`src/hw/pll_seq_pkg.sv`:
```
// constants, encodings and carrier types for the clock ratio change sequencer
package pll_seq_pkg;

    ////////////////////////////////////////////////////////////////////////////////
    // register addresses (byte addresses, one byte per register)
    localparam logic [31:0] ADDR_WDT_CSR  = 32'hFFFFFE80;
    localparam logic [31:0] ADDR_WDT_CNT  = 32'hFFFFFE81;
    localparam logic [31:0] ADDR_RST_WR   = 32'hFFFFFE82;
    localparam logic [31:0] ADDR_RST_RD   = 32'hFFFFFE83;
    localparam logic [31:0] ADDR_RATIO    = 32'hFFFFFE90;

    // write keys carried in the upper byte of a watchdog write
    localparam logic [7:0]  KEY_CSR       = 8'hA5;
    localparam logic [7:0]  KEY_CNT       = 8'h5A;
    localparam logic [7:0]  KEY_RST_FLAG  = 8'hA5;
    localparam logic [7:0]  KEY_RST_BITS  = 8'h5A;

    ////////////////////////////////////////////////////////////////////////////////
    // watchdog_control_status fields
    localparam int          CSR_OVF       = 7;
    localparam int          CSR_WTIT      = 6;
    localparam int          CSR_TME       = 5;
    localparam logic [1:0]  CSR_RSV_ONES  = 2'h3;
    // watchdog_reset_status fields
    localparam int          RST_WATCHDOG_OVERFLOW_FLAG      = 7;
    localparam int          RST_RSTE      = 6;
    localparam int          RST_RSTS      = 5;
    localparam logic [4:0]  RST_RSV_ONES  = 5'h1F;
    // clock_ratio_setting fields
    localparam int          RATIO_HALT2   = 7;
    localparam int          RATIO_HALT1   = 6;
    localparam int          RATIO_BUS_CLOCK_PIN    = 5;
    localparam int          RATIO_RSV     = 4;

    ////////////////////////////////////////////////////////////////////////////////
    // initial clock_ratio_setting per clock mode pin value
    localparam logic [7:0]  RATIO_INIT [8] = '{8'h00, 8'h00, 8'h40, 8'h60, 8'hA6, 8'hA6, 8'hE0, 8'hE0};
    // prescaler shift per watchdog_clock_select value, code 7 is divide by 16384
    localparam logic [3:0]  PRESCALE_SHIFT [8] = '{4'h1, 4'h2, 4'h4, 4'h6, 4'h8, 4'hA, 4'hC, 4'hE};
    localparam int          PRESCALE_W    = 14;
    // cycles after reset release until the synchronised mode pins are trusted
    localparam logic [1:0]  STRAP_SETTLE  = 2'h2;
    localparam logic [7:0]  COUNT_TOP     = 8'hFF;

    ////////////////////////////////////////////////////////////////////////////////
    typedef enum logic [1:0] {
        SEQ_IDLE   = 2'b00,
        SEQ_SETTLE = 2'b01,
        SEQ_RESUME = 2'b10
    } seq_state_t;

    typedef struct packed {
        logic [31:0] addr;
        logic [15:0] wdata;
        logic        wr;
        logic        rd;
    } reg_req_t;

    typedef struct packed {
        logic        clocks_run;
        logic        pll_one_halt;
        logic        pll_two_halt;
        logic        bus_clock_drive;
        logic [3:0]  ratio_field;
    } clock_ctrl_t;

endpackage

```
`src/hw/watchdog_tick_counter.sv`:
```
// prescaler and 8-bit up counter of the watchdog counter unit
`timescale 1ns/1ps
module watchdog_tick_counter (
    input  wire logic       clk_sys_i,
    input  wire logic       rst_i,
    input  wire logic       run_i,
    input  wire logic [2:0] clock_select_i,
    input  wire logic       load_i,
    input  wire logic [7:0] load_value_i,
    output logic      [7:0] count_o,
    output logic            overflow_o
);

    typedef struct packed {
        logic [pll_seq_pkg::PRESCALE_W-1:0] prescale;
        logic [7:0]                         count;
        logic                               overflow;
    } tick_state_t;

    tick_state_t                        st;
    tick_state_t                        next_st;
    logic [pll_seq_pkg::PRESCALE_W-1:0] mask;
    logic                               tick;

    always_comb begin
        next_st = st;
        mask = pll_seq_pkg::PRESCALE_W'((15'h0001 << pll_seq_pkg::PRESCALE_SHIFT[clock_select_i]) - 15'h0001);
        tick = run_i && ((st.prescale & mask) == mask);
        next_st.overflow = 1'b0;
        if (run_i) begin
            next_st.prescale = st.prescale + 14'h0001;
        end else begin
            next_st.prescale = '0;
        end
        if (load_i) begin
            next_st.count = load_value_i;
        end else if (tick) begin
            next_st.count = st.count + 8'h01;
            next_st.overflow = (st.count == pll_seq_pkg::COUNT_TOP);
        end
    end

    always_ff @(posedge clk_sys_i or posedge rst_i) begin
        if (rst_i) begin
            st <= '0;
        end else begin
            st <= next_st;
        end
    end

    assign count_o    = st.count;
    assign overflow_o = st.overflow;

endmodule

```
`src/hw/pll_frequency_change_sequencer.sv`:
```
// clock ratio register, watchdog registers and the frequency change sequencer
//
// Implementation choice: strobed register access.
`timescale 1ns/1ps
module pll_frequency_change_sequencer (
    input  wire logic                     clk_sys_i,
    input  wire logic                     rst_i,
    input  wire pll_seq_pkg::reg_req_t    reg_req_i,
    output logic                    [7:0] reg_rdata_o,
    input  wire logic               [2:0] clock_mode_pins_i,
    input  wire logic                     cache_through_read_i,
    input  wire logic                     external_write_i,
    output pll_seq_pkg::clock_ctrl_t      clock_ctrl_o,
    output logic                          bus_clock_stable_o,
    output logic                          change_busy_o,
    output logic                          interval_interrupt_o,
    output logic                          overflow_output_pin_o,
    output logic                          watchdog_reset_o
);

    ////////////////////////////////////////////////////////////////////////////////
    // state

    typedef struct packed {
        logic [2:0]               mode_meta;
        logic [2:0]               mode_sync;
        logic [1:0]               strap_cnt;
        logic                     strap_done;
        logic                     interval_overflow_flag;
        logic                     timer_mode_select;
        logic                     timer_run_enable;
        logic [2:0]               watchdog_clock_select;
        logic                     watchdog_overflow_flag;
        logic                     reset_enable;
        logic                     reset_select;
        logic [7:0]               clock_ratio_setting;
        logic                     prep_armed;
        pll_seq_pkg::seq_state_t  seq;
        logic                     busy;
        pll_seq_pkg::clock_ctrl_t clk;
        logic                     stable;
        logic [7:0]               rdata;
        logic                     interval_interrupt;
        logic                     ovf_pin;
        logic                     wdt_rst;
    } seq_top_state_t;

    seq_top_state_t st;
    seq_top_state_t next_st;
    logic [7:0]     count;
    logic           overflow;
    logic           count_run;
    logic           count_load;
    logic [7:0]     ratio_written;
    logic           prep_ok;
    logic           ratio_wr;

    ////////////////////////////////////////////////////////////////////////////////
    // forced bits of the ratio register per clock mode

    function automatic logic [7:0] force_bits(input logic [2:0] mode, input logic [7:0] value);
        logic [7:0] v;
        v = value;
        v[pll_seq_pkg::RATIO_RSV] = 1'b0;
        if (mode >= 3'h4) begin
            v[pll_seq_pkg::RATIO_HALT2] = 1'b1;
            v[pll_seq_pkg::RATIO_BUS_CLOCK_PIN] = 1'b1;
        end
        if (mode == 3'h2 || mode == 3'h3 || mode >= 3'h6) begin
            v[pll_seq_pkg::RATIO_HALT1] = 1'b1;
        end
        return v;
    endfunction

    function automatic pll_seq_pkg::clock_ctrl_t apply(input logic [7:0] value, input logic run);
        pll_seq_pkg::clock_ctrl_t c;
        c.clocks_run = run;
        c.pll_one_halt = value[pll_seq_pkg::RATIO_HALT1];
        c.pll_two_halt = value[pll_seq_pkg::RATIO_HALT2];
        c.bus_clock_drive = ~value[pll_seq_pkg::RATIO_BUS_CLOCK_PIN];
        c.ratio_field = value[3:0];
        return c;
    endfunction

    ////////////////////////////////////////////////////////////////////////////////
    // watchdog counter unit

    // the settle phase runs the counter even with the run enable clear
    assign count_run = st.timer_run_enable || (st.seq == pll_seq_pkg::SEQ_SETTLE);
    assign count_load = reg_req_i.wr && (reg_req_i.addr == pll_seq_pkg::ADDR_WDT_CNT)
                        && (reg_req_i.wdata[15:8] == pll_seq_pkg::KEY_CNT);

    watchdog_tick_counter u_counter (
        .clk_sys_i      (clk_sys_i),
        .rst_i          (rst_i),
        .run_i          (count_run),
        .clock_select_i (st.watchdog_clock_select),
        .load_i         (count_load),
        .load_value_i   (reg_req_i.wdata[7:0]),
        .count_o        (count),
        .overflow_o     (overflow)
    );

    ////////////////////////////////////////////////////////////////////////////////
    // next state

    always_comb begin
        next_st = st;
        ratio_written = force_bits(st.mode_sync, reg_req_i.wdata[7:0]);
        prep_ok = st.prep_armed && !st.timer_run_enable && !st.timer_mode_select;
        ratio_wr = reg_req_i.wr && (reg_req_i.addr == pll_seq_pkg::ADDR_RATIO);
        next_st.interval_interrupt = 1'b0;
        next_st.ovf_pin = 1'b0;
        next_st.wdt_rst = 1'b0;
        next_st.rdata = 8'h00;

        // mode pins: two flops, then captured once after reset release
        next_st.mode_meta = clock_mode_pins_i;
        next_st.mode_sync = st.mode_meta;
        if (!st.strap_done) begin
            if (st.strap_cnt == pll_seq_pkg::STRAP_SETTLE) begin
                next_st.strap_done = 1'b1;
                next_st.clock_ratio_setting = force_bits(st.mode_sync,
                                                         pll_seq_pkg::RATIO_INIT[st.mode_sync]);
                next_st.clk = apply(force_bits(st.mode_sync, pll_seq_pkg::RATIO_INIT[st.mode_sync]), 1'b1);
                next_st.stable = 1'b1;
            end else begin
                next_st.strap_cnt = st.strap_cnt + 2'h1;
            end
        end

        // preparation tracking: a read arms, any external write disarms
        if (cache_through_read_i) begin
            next_st.prep_armed = 1'b1;
        end
        if (external_write_i) begin
            next_st.prep_armed = 1'b0;
        end

        // watchdog control and status writes
        if (reg_req_i.wr && reg_req_i.addr == pll_seq_pkg::ADDR_WDT_CSR
            && reg_req_i.wdata[15:8] == pll_seq_pkg::KEY_CSR) begin
            next_st.interval_overflow_flag = st.interval_overflow_flag & reg_req_i.wdata[pll_seq_pkg::CSR_OVF];
            next_st.timer_mode_select = reg_req_i.wdata[pll_seq_pkg::CSR_WTIT];
            next_st.timer_run_enable = reg_req_i.wdata[pll_seq_pkg::CSR_TME];
            next_st.watchdog_clock_select = reg_req_i.wdata[2:0];
        end
        if (reg_req_i.wr && reg_req_i.addr == pll_seq_pkg::ADDR_RST_WR) begin
            if (reg_req_i.wdata[15:8] == pll_seq_pkg::KEY_RST_FLAG && !reg_req_i.wdata[pll_seq_pkg::RST_WATCHDOG_OVERFLOW_FLAG]) begin
                next_st.watchdog_overflow_flag = 1'b0;
            end
            if (reg_req_i.wdata[15:8] == pll_seq_pkg::KEY_RST_BITS) begin
                next_st.reset_enable = reg_req_i.wdata[pll_seq_pkg::RST_RSTE];
                next_st.reset_select = reg_req_i.wdata[pll_seq_pkg::RST_RSTS];
            end
        end

        // overflow outside a frequency change; set wins over a clear
        if (overflow && st.seq != pll_seq_pkg::SEQ_SETTLE) begin
            if (st.timer_mode_select) begin
                next_st.watchdog_overflow_flag = 1'b1;
                next_st.ovf_pin = 1'b1;
                next_st.wdt_rst = st.reset_enable;
            end else begin
                next_st.interval_overflow_flag = 1'b1;
                next_st.interval_interrupt = 1'b1;
            end
        end

        // frequency change sequencer
        case (st.seq)
            pll_seq_pkg::SEQ_IDLE: begin
                if (ratio_wr && st.strap_done && prep_ok && ratio_written != st.clock_ratio_setting) begin
                    next_st.clock_ratio_setting = ratio_written;
                    next_st.prep_armed = 1'b0;
                    next_st.clk.clocks_run = 1'b0;
                    next_st.stable = 1'b0;
                    next_st.seq = pll_seq_pkg::SEQ_SETTLE;
                    next_st.busy = 1'b1;
                end
            end
            pll_seq_pkg::SEQ_SETTLE: begin
                if (overflow) begin
                    // no flag, interrupt or pin on this overflow
                    next_st.clk = apply(st.clock_ratio_setting, 1'b0);
                    next_st.seq = pll_seq_pkg::SEQ_RESUME;
                end
            end
            pll_seq_pkg::SEQ_RESUME: begin
                next_st.clk.clocks_run = 1'b1;
                next_st.stable = 1'b1;
                next_st.seq = pll_seq_pkg::SEQ_IDLE;
                next_st.busy = 1'b0;
            end
            default: begin
                next_st.seq = pll_seq_pkg::SEQ_IDLE;
                next_st.busy = 1'b0;
            end
        endcase

        // register reads, data valid in the following cycle only
        if (reg_req_i.rd) begin
            case (reg_req_i.addr)
                pll_seq_pkg::ADDR_WDT_CSR: begin
                    next_st.rdata = {st.interval_overflow_flag, st.timer_mode_select, st.timer_run_enable,
                                     pll_seq_pkg::CSR_RSV_ONES, st.watchdog_clock_select};
                end
                pll_seq_pkg::ADDR_WDT_CNT: begin
                    next_st.rdata = count;
                end
                pll_seq_pkg::ADDR_RST_RD: begin
                    next_st.rdata = {st.watchdog_overflow_flag, st.reset_enable, st.reset_select,
                                     pll_seq_pkg::RST_RSV_ONES};
                end
                pll_seq_pkg::ADDR_RATIO: begin
                    next_st.rdata = st.clock_ratio_setting;
                end
                default: begin
                    next_st.rdata = 8'h00;
                end
            endcase
        end
    end

    ////////////////////////////////////////////////////////////////////////////////
    // registers; rst_i is the power-on reset, watchdog resets never reach here

    always_ff @(posedge clk_sys_i or posedge rst_i) begin
        if (rst_i) begin
            st <= '0;
        end else begin
            st <= next_st;
        end
    end

    ////////////////////////////////////////////////////////////////////////////////
    // outputs

    assign reg_rdata_o           = st.rdata;
    assign clock_ctrl_o          = st.clk;
    assign bus_clock_stable_o    = st.stable;
    assign change_busy_o         = st.busy;
    assign interval_interrupt_o  = st.interval_interrupt;
    assign overflow_output_pin_o = st.ovf_pin;
    assign watchdog_reset_o      = st.wdt_rst;

endmodule

```
`config.mk`:
```
export PLATFORM = sky130hd
export DESIGN_NAME = pll_frequency_change_sequencer
export DESIGN_NICKNAME = d
export VERILOG_FILES = /design/src/hw/pll_seq_pkg.sv /design/src/hw/watchdog_tick_counter.sv /design/src/hw/pll_frequency_change_sequencer.sv
export SDC_FILE = /design/constraint.sdc
export NUM_CORES = 1
export LEC_CHECK = 0
export BUFFER_PORTS_ARGS = -buffer_cell sky130_fd_sc_hd__buf_2
export CAP_MARGIN = 20
export CORE_AREA = 2 2 74 104
export CTS_CLUSTER_DIAMETER = 60
export DETAILED_ROUTE_END_ITERATION = 10
export DIE_AREA = 0 0 76 106
export GPL_ROUTABILITY_DRIVEN = 0
export HOLD_SLACK_MARGIN = 0.08
export MAX_ROUTING_LAYER = met4
export PLACE_DENSITY_LB_ADDON = 0.12
export SLEW_MARGIN = 30
export SYNTH_ARGS = -nofsm -noshare
export SYNTH_HDL_FRONTEND = slang
export SYNTH_SLANG_ARGS = --single-unit
```
`constraint.sdc`:
```
create_clock -name clk_sys_i -period 2.35 [get_ports clk_sys_i]
set_input_delay 0.235 -clock clk_sys_i [delete_from_list [all_inputs] [get_ports clk_sys_i]]
set_output_delay 0.235 -clock clk_sys_i [all_outputs]
set_load 0.01 [all_outputs]
```
==> results.txt, run 1 <==
----------------------------------------------------
[Clocking]
  Clock Tree Buf Depth ... 2
  Level count of the clock H-tree ... 3
  Insertion delay of the later-clocked pin in the worst-skew pair ... between 300 and 400 ps
  CTS Sinks ... 73
  Post CTS Setup Buffer Count ... 0
  Root Buffer ... clkbuf_8
  TritonCTS clock tree ... yes
  Reg clk slew, reported paths ... 80 ps
  Num CTS Buffers ... 9

[Detailed routing]
  Detailed-route vias per instance ... 5.434
  Vias ... around 3100
  Number of nets still failing antenna checks after routing ... 0
  Routed met3 length ... just over 300 um
  Uppermost routed layer ... met4
  Iter 0 DRT Violations ... 167
  Wire length the detailed router placed on met1 ... ~3800 um
  Detailed Route WL ... 8964 um
  Routed met2 length ... between 4000 and 5000 um
  Router iterations before antenna repair ... 5
  # DRC ... 0
  Drt wl/cell ... approximately 16 um

[Synthesis]
  Netlist cell types ... 53
  Mapped cell area ... about 3800 um^2
  Main combinational cell family by area after synthesis ... simple AND/OR/NAND/NOR gates
  Most frequently used flop master after synthesis ... dfrtp_1
  Flip-flop and latch count after synthesis ... 73
  Compound-gate portion of the synthesized area ... roughly an eighth
  Area share of fa/ha/maj cells after synthesis ... approximately 1.3%
  Part of the Yosys area used for sequential elements ... 48.30%
  Post-Synth Simple-Gate Area ... 22.23%
  Post-synth ARST share ... 100.0%
  Number of enable flip-flop cells after synthesis ... 0
  Yosys warning count ... 0
  Number of cells produced by synthesis ... between 300 and 400
  Mapped Nets ... between 400 and 500
  Share of the synthesized netlist area taken by xor and xnor gates ... approximately 5.1%
  Per-instance average area after synthesis ... 9.723 um^2
  Share of cell area taken by muxes after synthesis ... under 10%

[Global routing]
  Global routing usage summed across all routing layers ... about 24%
  Maximum number of pins on one net before global-route repair ... 29
  Wire length of the first global-routing pass ... 14610 um
  Number of antenna violations at the first check in global routing ... 0
  Residual overflow from global routing ... 0
  Number of global-route vias before repair ... slightly above 3000

[Hold path]
  Kind of path behind the tightest hold check ... in2reg

[Timing]
  Setup WS post-layout ... between 100 and 150 ps
  Worst-Margin Slew ... between 700 and 800 ps
  Clk_skew ... around 7.5 ps
  Highest clock rate ... about 450 MHz
  Final min period ... 2222 ps
  Setup total negative slack ... 0 ps
  Unrepaired setup endpoints after global routing ... no
  Final worst path period share ... between 90% and 100%
  Final Max Slew Viols ... 0
  Hold violation count in the final report ... 0
  Worst Hold Slack ... around 110 ps
  Max-slew headroom at the worst pin ... between 50% and 60%
  Endpoints failing setup ... 0

[Cells and area]
  Count of placed standard cells in the final layout, fillers left out ... between 500 and 600
  Fillers ... around 630
  Share of layout cells above drive strength 1 ... between 20% and 30%
  Synthesis-to-layout area growth ... 16.74%
  Area of all placed cells without fillers ... about 4400 um^2
  Total Nets Final ... around 530
  Number of antenna diodes ... 0

[Setup path]
  Critical path buffer and inverter count ... 0
  Slowest CP cell ... dfrtp_1
  CP Data Arrival Time ... 2460 ps
  Cell-by-cell listing of the critical path ... or3_1, ha_1, o221a_2, o2111ai_2, nor4_2, xnor2_1, o21ai_2
  Top Family by Delay on Critical Path ... simple AND/OR/NAND/NOR gates
  Longest individual stage delay on the worst path ... around 440 ps
  Startpoint class of the critical path ... register
  Worst path required time ... 2590 ps
  Type of the worst setup path ... reg2reg
  Type of destination of the critical path ... register
  Highest net fanout along the worst path ... 8
  Flop-to-flop setup slack ... roughly 130 ps

[Place]
  Input/output buffers ... a little under 80
  Setup Slack @ Placement ... between 100 and 150 ps
  Area of placed instances ... around 4200 um^2
  Placed insts ... 546
  Placed wire-length estimate after detailed placement ... 6818 um

[Flow run]
  Count of max-cap constraint violations ... 0

[Status]
  Run status ... completed

[Die]
  Effective utilization at floorplan ... ~53%
  Floorplan die area ... ~8100 um^2
  Die Span Y ... about 110 um
  Total core area ... 7176 um^2
  Top-level I/O count ... 78
  Row count ... 37
  Horizontal extent of the die ... 76 um

[Power and ir drop]
  Static leakage ... 2.069 nW
  Maximum resistive drop on vdd ... around 0.35 mV
  PD cells ... slightly below 600 nW/um^2

----------------------------------------------------
## cell families (layout without fill, tap and decap cells)
kind of cell,Yosys count,count (layout)
multiplexers,10,10
flip-flops,73,73
adder cells (fa/ha/maj),4,4
other,1,1
buffers and inverters,42,123
XOR/XNOR,22,22
AND/OR/NAND/NOR,155,155
AO/OA/AOI/OAI,82,82
## path summary, 6_finish.rpt
kind	startpoint	depth (start not counted)	end
min in group asynchronous	rst_i	3	change_busy_o
max in group asynchronous	rst_i	4	st[39]
worst min-delay path	reg_req_i[6]	3	u_counter.count_o[4]
worst min register to register	next_st[46]	0	st[46]
worst max register to register	st[35]	7	u_counter.count_o[7]
worst max-delay path	st[35]	7	u_counter.count_o[7]
## worst register-to-register path: cells and delay by family, from the launching register on
kind	cells	cell delay (ps)
and+or+nand+nor	2	700
AOI/OAI and AO/OA	3	520
DFF	1	440
adders and majority gates	1	280
xor gates and xnor gates	1	170
## state kept, by name (all words and copies together), names as in the netlist
signal / count
interval_interrupt_o: 1
next_st: 3
clock_ctrl_o: 8
watchdog_reset_o: 1
reg_rdata_o: 8
st: 26
change_busy_o: 1
u_counter.count_o: 8
bus_clock_stable_o: 1
u_counter.overflow_o: 1
overflow_output_pin_o: 1
u_counter.st: 14
## routing by layer
metal  vias up  global-route usage [%]
met1      1473                   26.92
met2        80                   41.52
met4         0                   12.21
met5         -                       -
met3        22                   4.329
li1       1506                       -
## cell usage in the layout (no fill, tap or decap), types with 10 or more instances in the layout
master,synthesis,routed
buf_4,16,12
dfrtp_1,73,73
o21ai_0,28,28
buf_2,3,77
inv_1,13,12
or3_1,10,10
a21oi_1,26,26
xor2_1,13,13
nand3_1,10,10
nor2_1,38,38
nand2_1,39,39
## Yosys cell counts, types with 7 or more instances
master,number,area share (%)
dfrtp_1,73,48
nand2_1,39,3.9
nor2_1,38,3.8
o21ai_0,28,3.7
a21oi_1,26,3.4
buf_4,16,3.2
inv_1,13,1.3
xor2_1,13,3.0
nand3_1,10,1.3
or3_1,10,1.7
nand4_1,9,1.5
nor3_1,9,1.2
xnor2_1,9,2.1
a211oi_1,7,1.4
clkbuf_1,7,0.69
## metrics by stage
stage | total power [mW] | util, %
floorplan | 1.600 | -
global placement | 1.708 | 58.31
detailed placement | 1.719 | 58.31
CTS | 2.598 | 61.38
global route | 2.708 | 61.53
finish | 2.565 | 61.53
## cell type report
type                    instances  area, um^2  area share, %
inverters                      13       48.80          1.105
flip-flops and latches         73        1827          41.37
clock buffers                   9       123.9          2.805
well taps                      97       121.4          2.749
multi-input cells             274        1723          39.02
clock inverters                 7       46.29          1.048
repair buffers                 94       525.5          11.90
## power breakdown
part / switching [mW] / total (mW) / leakage (nW) / internal [mW]
Combinational: 0.147 / 0.299 / 1.05 / 0.152
Clock: 0.482 / 0.864 / 0.0931 / 0.382
Sequential: 0.0798 / 1.40 / 0.924 / 1.32
## repair_timing
| item | CTS | global route |
|---|---|---|
| hold buffers | 5 | 0 |
| endpoints found under the setup margin | 0 | 1 |
| resized for setup | 0 | 2 |
| hold endpoints to repair | 30 | 0 |
(Power assumes the default switching activity.)
==> run 2, diff against run 1 <==
--- a/config.mk
+++ b/config.mk
@@ -14,7 +14,7 @@
 export GPL_ROUTABILITY_DRIVEN = 0
 export HOLD_SLACK_MARGIN = 0.08
 export MAX_ROUTING_LAYER = met4
-export PLACE_DENSITY_LB_ADDON = 0.12
+export PLACE_DENSITY_LB_ADDON = 0.05
 export SLEW_MARGIN = 30
 export SYNTH_ARGS = -nofsm -noshare
 export SYNTH_HDL_FRONTEND = slang
==> results.txt, run 2 (synthesis gave the netlist of run 1 again) <==
----------------------------------------------------
[Global routing]
  Residual overflow from global routing ... 0
  Global routing usage summed across all routing layers ... roughly 25%
  Number of antenna violations at the first check in global routing ... 0
  Maximum number of pins on one net before global-route repair ... 33
  Wire length of the first global-routing pass ... about 15000 um
  Number of global-route vias before repair ... approximately 3100

[Cells and area]
  Most common cell after layout, fill and taps aside ... buf_2
  Combined area of the multi-input logic cells ... approximately 1700 um^2
  Largest register FFs ... 26
  Synthesis-to-layout area growth ... 19.29%
  Share of layout cells above drive strength 1 ... about a quarter
  Sequential cell area ... around 1800 um^2
  Top flop regs ... st x26, u_counter.st x14
  Most frequent cells in the layout ... buf_2, dfrtp_1, nand2_1, nor2_1, o21ai_0
  Number of antenna diodes ... 0
  Fillers ... 632
  Total Nets Final ... 528
  Biggest register ... st

[Setup path]
  Depth of the worst register-to-register path ... 7
  Worst path required time ... ~2600 ps
  Highest net fanout along the worst path ... 8
  Flop-to-flop setup slack ... around 170 ps
  Startpoint class of the critical path ... register
  Type of the worst setup path ... reg2reg
  Type of destination of the critical path ... register
  Crit Reg-Reg Startpoint ... st[35]
  CP Data Arrival Time ... 2410 ps
  Capture point of the worst reg-to-reg path ... u_counter.count_o[6]

[Clocking]
  CTS Sinks ... 73
  Clock Tree Buf Depth ... 2
  TritonCTS clock tree ... yes
  Level count of the clock H-tree ... 3
  Reg clk slew, reported paths ... 80 ps
  Num CTS Buffers ... 9
  Insertion delay of the later-clocked pin in the worst-skew pair ... ~350 ps
  Root Buffer ... clkbuf_8

[Detailed routing]
  Number of nets still failing antenna checks after routing ... 0
  Iter 0 DRT Violations ... 150
  Detailed-route vias per instance ... about 5.4
  Detailed Route WL ... just over 9000 um
  # DRC ... 0
  Drt wl/cell ... 16.13 um
  Vias ... approximately 3100
  Router iterations before antenna repair ... 4

[Timing]
  Final min period ... between 2000 and 2500 ps
  Highest clock rate ... 459.1 MHz
  Hold violation count in the final report ... 0
  Unrepaired setup endpoints after global routing ... no
  Final Max Slew Viols ... 0
  Worst-Margin Slew ... 664.9 ps
  Setup total negative slack ... 0 ps
  Final worst path period share ... between 90% and 100%
  Clk_skew ... 9.920 ps
  Worst Hold Slack ... 95.20 ps
  Max-slew headroom at the worst pin ... 55.67%
  Endpoints failing setup ... 0

[Die]
  Top-level I/O count ... between 70 and 80
  Floorplan die area ... ~8100 um^2
  Die Span Y ... ~110 um
  Row count ... 37
  Effective utilization at floorplan ... 52.71%
  Horizontal extent of the die ... between 70 and 80 um
  Total core area ... between 7000 and 8000 um^2

[Hold path]
  Worst hold path endpoint ... u_counter.count_o[4]
  Kind of path behind the tightest hold check ... in2reg
  Worst Hold Launch ... reg_req_i[6]
  Cell depth of the worst min-delay path ... 3

[Power and ir drop]
  Maximum resistive drop on vdd ... just over 0.4 mV
  PD cells ... 646.3 nW/um^2
  Static leakage ... roughly 2.1 nW

[Status]
  Run status ... completed

[Place]
  Input/output buffers ... 77
  Placed wire-length estimate after detailed placement ... 7066 um

[Flow run]
  Count of max-cap constraint violations ... 0

----------------------------------------------------
[run 2: cell count changes in the layout (fill, tap and decap cells not counted), sizes merged]
| cell | delta |
|---|---|
| clkinv | -5 |
| clkbuf | +2 |
| inv | -1 |
| buf | +2 |
| clkinvlp | +1 |
| bufinv | +3 |
[run 2: metal layers]
metal	track usage (%)	vias to the layer above	share of wire, %
li1	-	1502	-
met1	26.60	1507	39
met2	45.47	63	55
met3	4.414	16	2.5
met4	12.86	0	3.0
met5	-	-	0
[run 2: final cells by class]
class                      count  area share (%)
multi-input combinational    274           38.08
sequential                    73           40.49
clock buffer                  11           3.134
clock inverter                 5           2.274
timing repair buffer          96           12.26
tap                           97           2.690
inverter                      13           1.082
[run 2: metrics by stage]
step / total power [mW] / utilization, % / worst slack [ps] / instances / cell area [um^2]
2_1_floorplan: 1.600 / - / 204.7 / 389 / 3782
3_5_place_dp: 1.738 / 58.69 / 133.1 / 548 / 4212
3_3_place_gp: 1.726 / 58.69 / 167.5 / 548 / 4212
4_1_cts: 2.940 / 62.79 / 120.7 / 569 / 4506
6_report: 2.916 / 62.88 / 171.9 / 569 / 4512
5_1_grt: 3.041 / 62.88 / 11.13 / 569 / 4512
[run 2: power by group]
| group | leakage [nW] | internal [mW] | switching [mW] |
|---|---|---|---|
| Clock | 0.120 | 0.733 | 0.464 |
| Combinational | 1.06 | 0.156 | 0.161 |
| Sequential | 0.924 | 1.32 | 0.0806 |
| Total | 2.11 | 2.21 | 0.706 |
[run 2: worst max path at each step]
stage | start | endpoint | slack (ps) | depth (start not counted)
after floorplan | st[37] | u_counter.count_o[7] | 200 | 7
after global placement | st[35] | u_counter.count_o[7] | 170 | 7
after detailed placement | st[35] | u_counter.count_o[7] | 130 | 7
after CTS | st[35] | u_counter.count_o[7] | 120 | 7
after global routing | st[35] | u_counter.count_o[3] | 10 | 7
final | st[35] | u_counter.count_o[6] | 170 | 7
[run 2: timing repair]
item | CTS | global route
hold buffers | 5 | 0
setup buffers | 0 | 0
endpoints found under the hold margin | 29 | 0
endpoints found under the setup margin | 0 | 1
resized for setup | 0 | 1
[run 2: worst max-delay path, stage by stage (launching register included)]
cell and delay (ps):
dfrtp_1 430, or3_1 320, ha_1 280, o221a_2 190, o2111ai_2 270, nor3_1 350
xnor2_1 150, o21ai_0 80
==> run 3, diff against run 2 <==
--- a/config.mk
+++ b/config.mk
@@ -7,10 +7,10 @@
 export LEC_CHECK = 0
 export BUFFER_PORTS_ARGS = -buffer_cell sky130_fd_sc_hd__buf_2
 export CAP_MARGIN = 20
-export CORE_AREA = 2 2 74 104
+export CORE_AREA = 2 2 77 108
 export CTS_CLUSTER_DIAMETER = 60
 export DETAILED_ROUTE_END_ITERATION = 10
-export DIE_AREA = 0 0 76 106
+export DIE_AREA = 0 0 79 110
 export GPL_ROUTABILITY_DRIVEN = 0
 export HOLD_SLACK_MARGIN = 0.08
 export MAX_ROUTING_LAYER = met4
==> constraint.sdc (replaced) <==
create_clock -name clk_sys_i -period 1.9 [get_ports clk_sys_i]
set_input_delay 0.19 -clock clk_sys_i [delete_from_list [all_inputs] [get_ports clk_sys_i]]
set_output_delay 0.19 -clock clk_sys_i [all_outputs]
set_load 0.01 [all_outputs]
==> results.txt, run 3 (synthesis gave the netlist of run 1 again) <==
----------------------------------------------------
[Global routing]
  GR met1 Demand/Resource ... ~28%
  Number of antenna violations at the first check in global routing ... 0
  Number of global-route vias before repair ... 3145
  Met2 Usage GRT ... 38.68%
  Residual overflow from global routing ... 0
  Busiest layer in global routing ... met2
  Met3 usage in global routing ... around 3.0%
  Global routing usage summed across all routing layers ... a little under a quarter
  Maximum number of pins on one net before global-route repair ... 28
  Wire length of the first global-routing pass ... 15010 um

[Hold path]
  Cell depth of the worst min-delay path ... 3
  Kind of path behind the tightest hold check ... in2reg

[Setup path]
  Critical path buffer and inverter count ... 1
  Longest individual stage delay on the worst path ... slightly below 400 ps
  Highest net fanout along the worst path ... 8
  Slowest CP cell ... or3_4
  Top Family by Delay on Critical Path ... simple AND/OR/NAND/NOR gates
  Flop-to-flop setup slack ... -130 ps
  Type of destination of the critical path ... register
  CP Data Arrival Time ... roughly 2300 ps
  Depth of the worst register-to-register path ... 8
  Critical path depth ... 8
  Startpoint class of the critical path ... register
  Type of the worst setup path ... reg2reg
  Worst path required time ... 2130 ps
  Cell-by-cell listing of the critical path ... or3_4, ha_4, o221a_4, o2111ai_4, buf_12, nor3b_2, xnor2_1, o21ai_1

[Cells and area]
  Fillers ... slightly above 700
  Synthesis-to-layout area growth ... 25.54%
  Most frequent cells in the layout ... buf_2, dfrtp_1, nand2_1, nor2_1, a21oi_1
  Top flop regs ... st x26, u_counter.st x14
  Share of layout cells above drive strength 1 ... roughly 31%
  Number of antenna diodes ... 0
  Largest register FFs ... 26
  Biggest register ... st
  Most common cell after layout, fill and taps aside ... buf_2
  Total Nets Final ... between 500 and 600
  Count of placed standard cells in the final layout, fillers left out ... slightly below 600
  Sequential cell area ... between 1500 and 2000 um^2
  Combined area of the multi-input logic cells ... 1827 um^2

[Clocking]
  Root Buffer ... clkbuf_8
  Insertion delay of the later-clocked pin in the worst-skew pair ... 350 ps
  Reg clk slew, reported paths ... 80 ps
  TritonCTS clock tree ... yes
  Level count of the clock H-tree ... 3
  Num CTS Buffers ... 9
  CTS Sinks ... between 70 and 80
  Clock Tree Buf Depth ... 2

[Timing]
  Setup WS post-layout ... -132.1 ps
  Highest clock rate ... roughly 490 MHz
  Worst-Margin Slew ... about 900 ps
  Final min period ... ~2000 ps
  Final worst path period share ... 107.0%
  Hold violation count in the final report ... 0
  Max-slew headroom at the worst pin ... between 30% and 40%
  Unrepaired setup endpoints after global routing ... yes
  Worst Hold Slack ... ~120 ps
  Endpoints failing setup ... 9
  Final Max Slew Viols ... 0
  Clk_skew ... 9.429 ps

[Die]
  Top-level I/O count ... between 70 and 80
  Effective utilization at floorplan ... approximately half
  Floorplan die area ... around 8700 um^2
  Total core area ... 7702 um^2
  Horizontal extent of the die ... 79 um
  Die Span Y ... around 110 um
  Row count ... 38

[Place]
  Setup Slack @ Placement ... -158.0 ps
  Input/output buffers ... 77
  Placed insts ... about 560
  Placed wire-length estimate after detailed placement ... between 7000 and 8000 um

[Status]
  Run status ... complete, but fails checks
  Failing checks ... negative setup slack

[Detailed routing]
  Vias ... roughly 3200
  Number of nets still failing antenna checks after routing ... 0
  Detailed-route vias per instance ... about 5.4
  Router iterations before antenna repair ... 4
  Detailed Route WL ... a little over 9000 um
  Iter 0 DRT Violations ... 187
  Drt wl/cell ... roughly 16 um
  # DRC ... 0

[Power and ir drop]
  Static leakage ... around 2.2 nW
  PD cells ... ~730 nW/um^2
  Maximum resistive drop on vdd ... 0.5339 mV
  Total Power Consumption ... approximately 3.5 mW

[Flow run]
  Count of max-cap constraint violations ... 0

----------------------------------------------------
## run 3: worst register-to-register path: stages (launching register included)
cell and delay (ps):
dfrtp_1 380, or3_4 390, ha_4 280, o221a_4 180, o2111ai_4 120, buf_12 180, nor3b_2 170, xnor2_1 140
o21ai_1 70
## run 3: area by class of cell
cell class,instances,share of cell area [%]
multi-input cells,274,38.47
flip-flops and latches,73,38.47
well taps,100,2.635
clock inverters,5,1.133
repair buffers,111,14.99
clock buffers,11,3.188
inverters,13,1.107
## run 3: worst paths after layout
check,from,to
worst max-delay path,st[35],u_counter.count_o[3]
worst min-delay path,reg_req_i[5],u_counter.count_o[3]
worst max register to register,st[35],u_counter.count_o[3]
worst min register to register,next_st[46],st[46]
max in group asynchronous,rst_i,st[44]
min in group asynchronous,rst_i,watchdog_reset_o
## run 3: repair_timing
| item | CTS | global route |
|---|---|---|
| endpoints found under the setup margin | 9 | 14 |
| pin swaps | 13 | 8 |
| gates resized for setup | 9 | 9 |
| buffers inserted | 1 | 1 |
| endpoints found under the hold margin | 27 | 0 |
| hold buffers | 7 | 0 |
## run 3: power by group
group	leakage [nW]	switching (mW)	internal (mW)
Clock	0.109	0.590	0.674
Combinational	1.15	0.219	0.246
Sequential	0.924	0.0975	1.63
Total	2.19	0.907	2.55
## run 3: through the flow
step	util [%]	cell area (um^2)	TNS, ps
floorplan	-	3834	0
global placement	56.79	4374	-759.1
detailed placement	56.79	4374	-1104
CTS	61.13	4708	-850.5
global route	61.65	4748	-1956
finish	61.65	4748	-947.5
## run 3: routing by layer
layer / vias to the layer above / wire length, um
li1: 1540 / -
met1: 1536 / 3837
met2: 74 / 4976
met3: 12 / 354
met4: 0 / 174
met5: - / 0
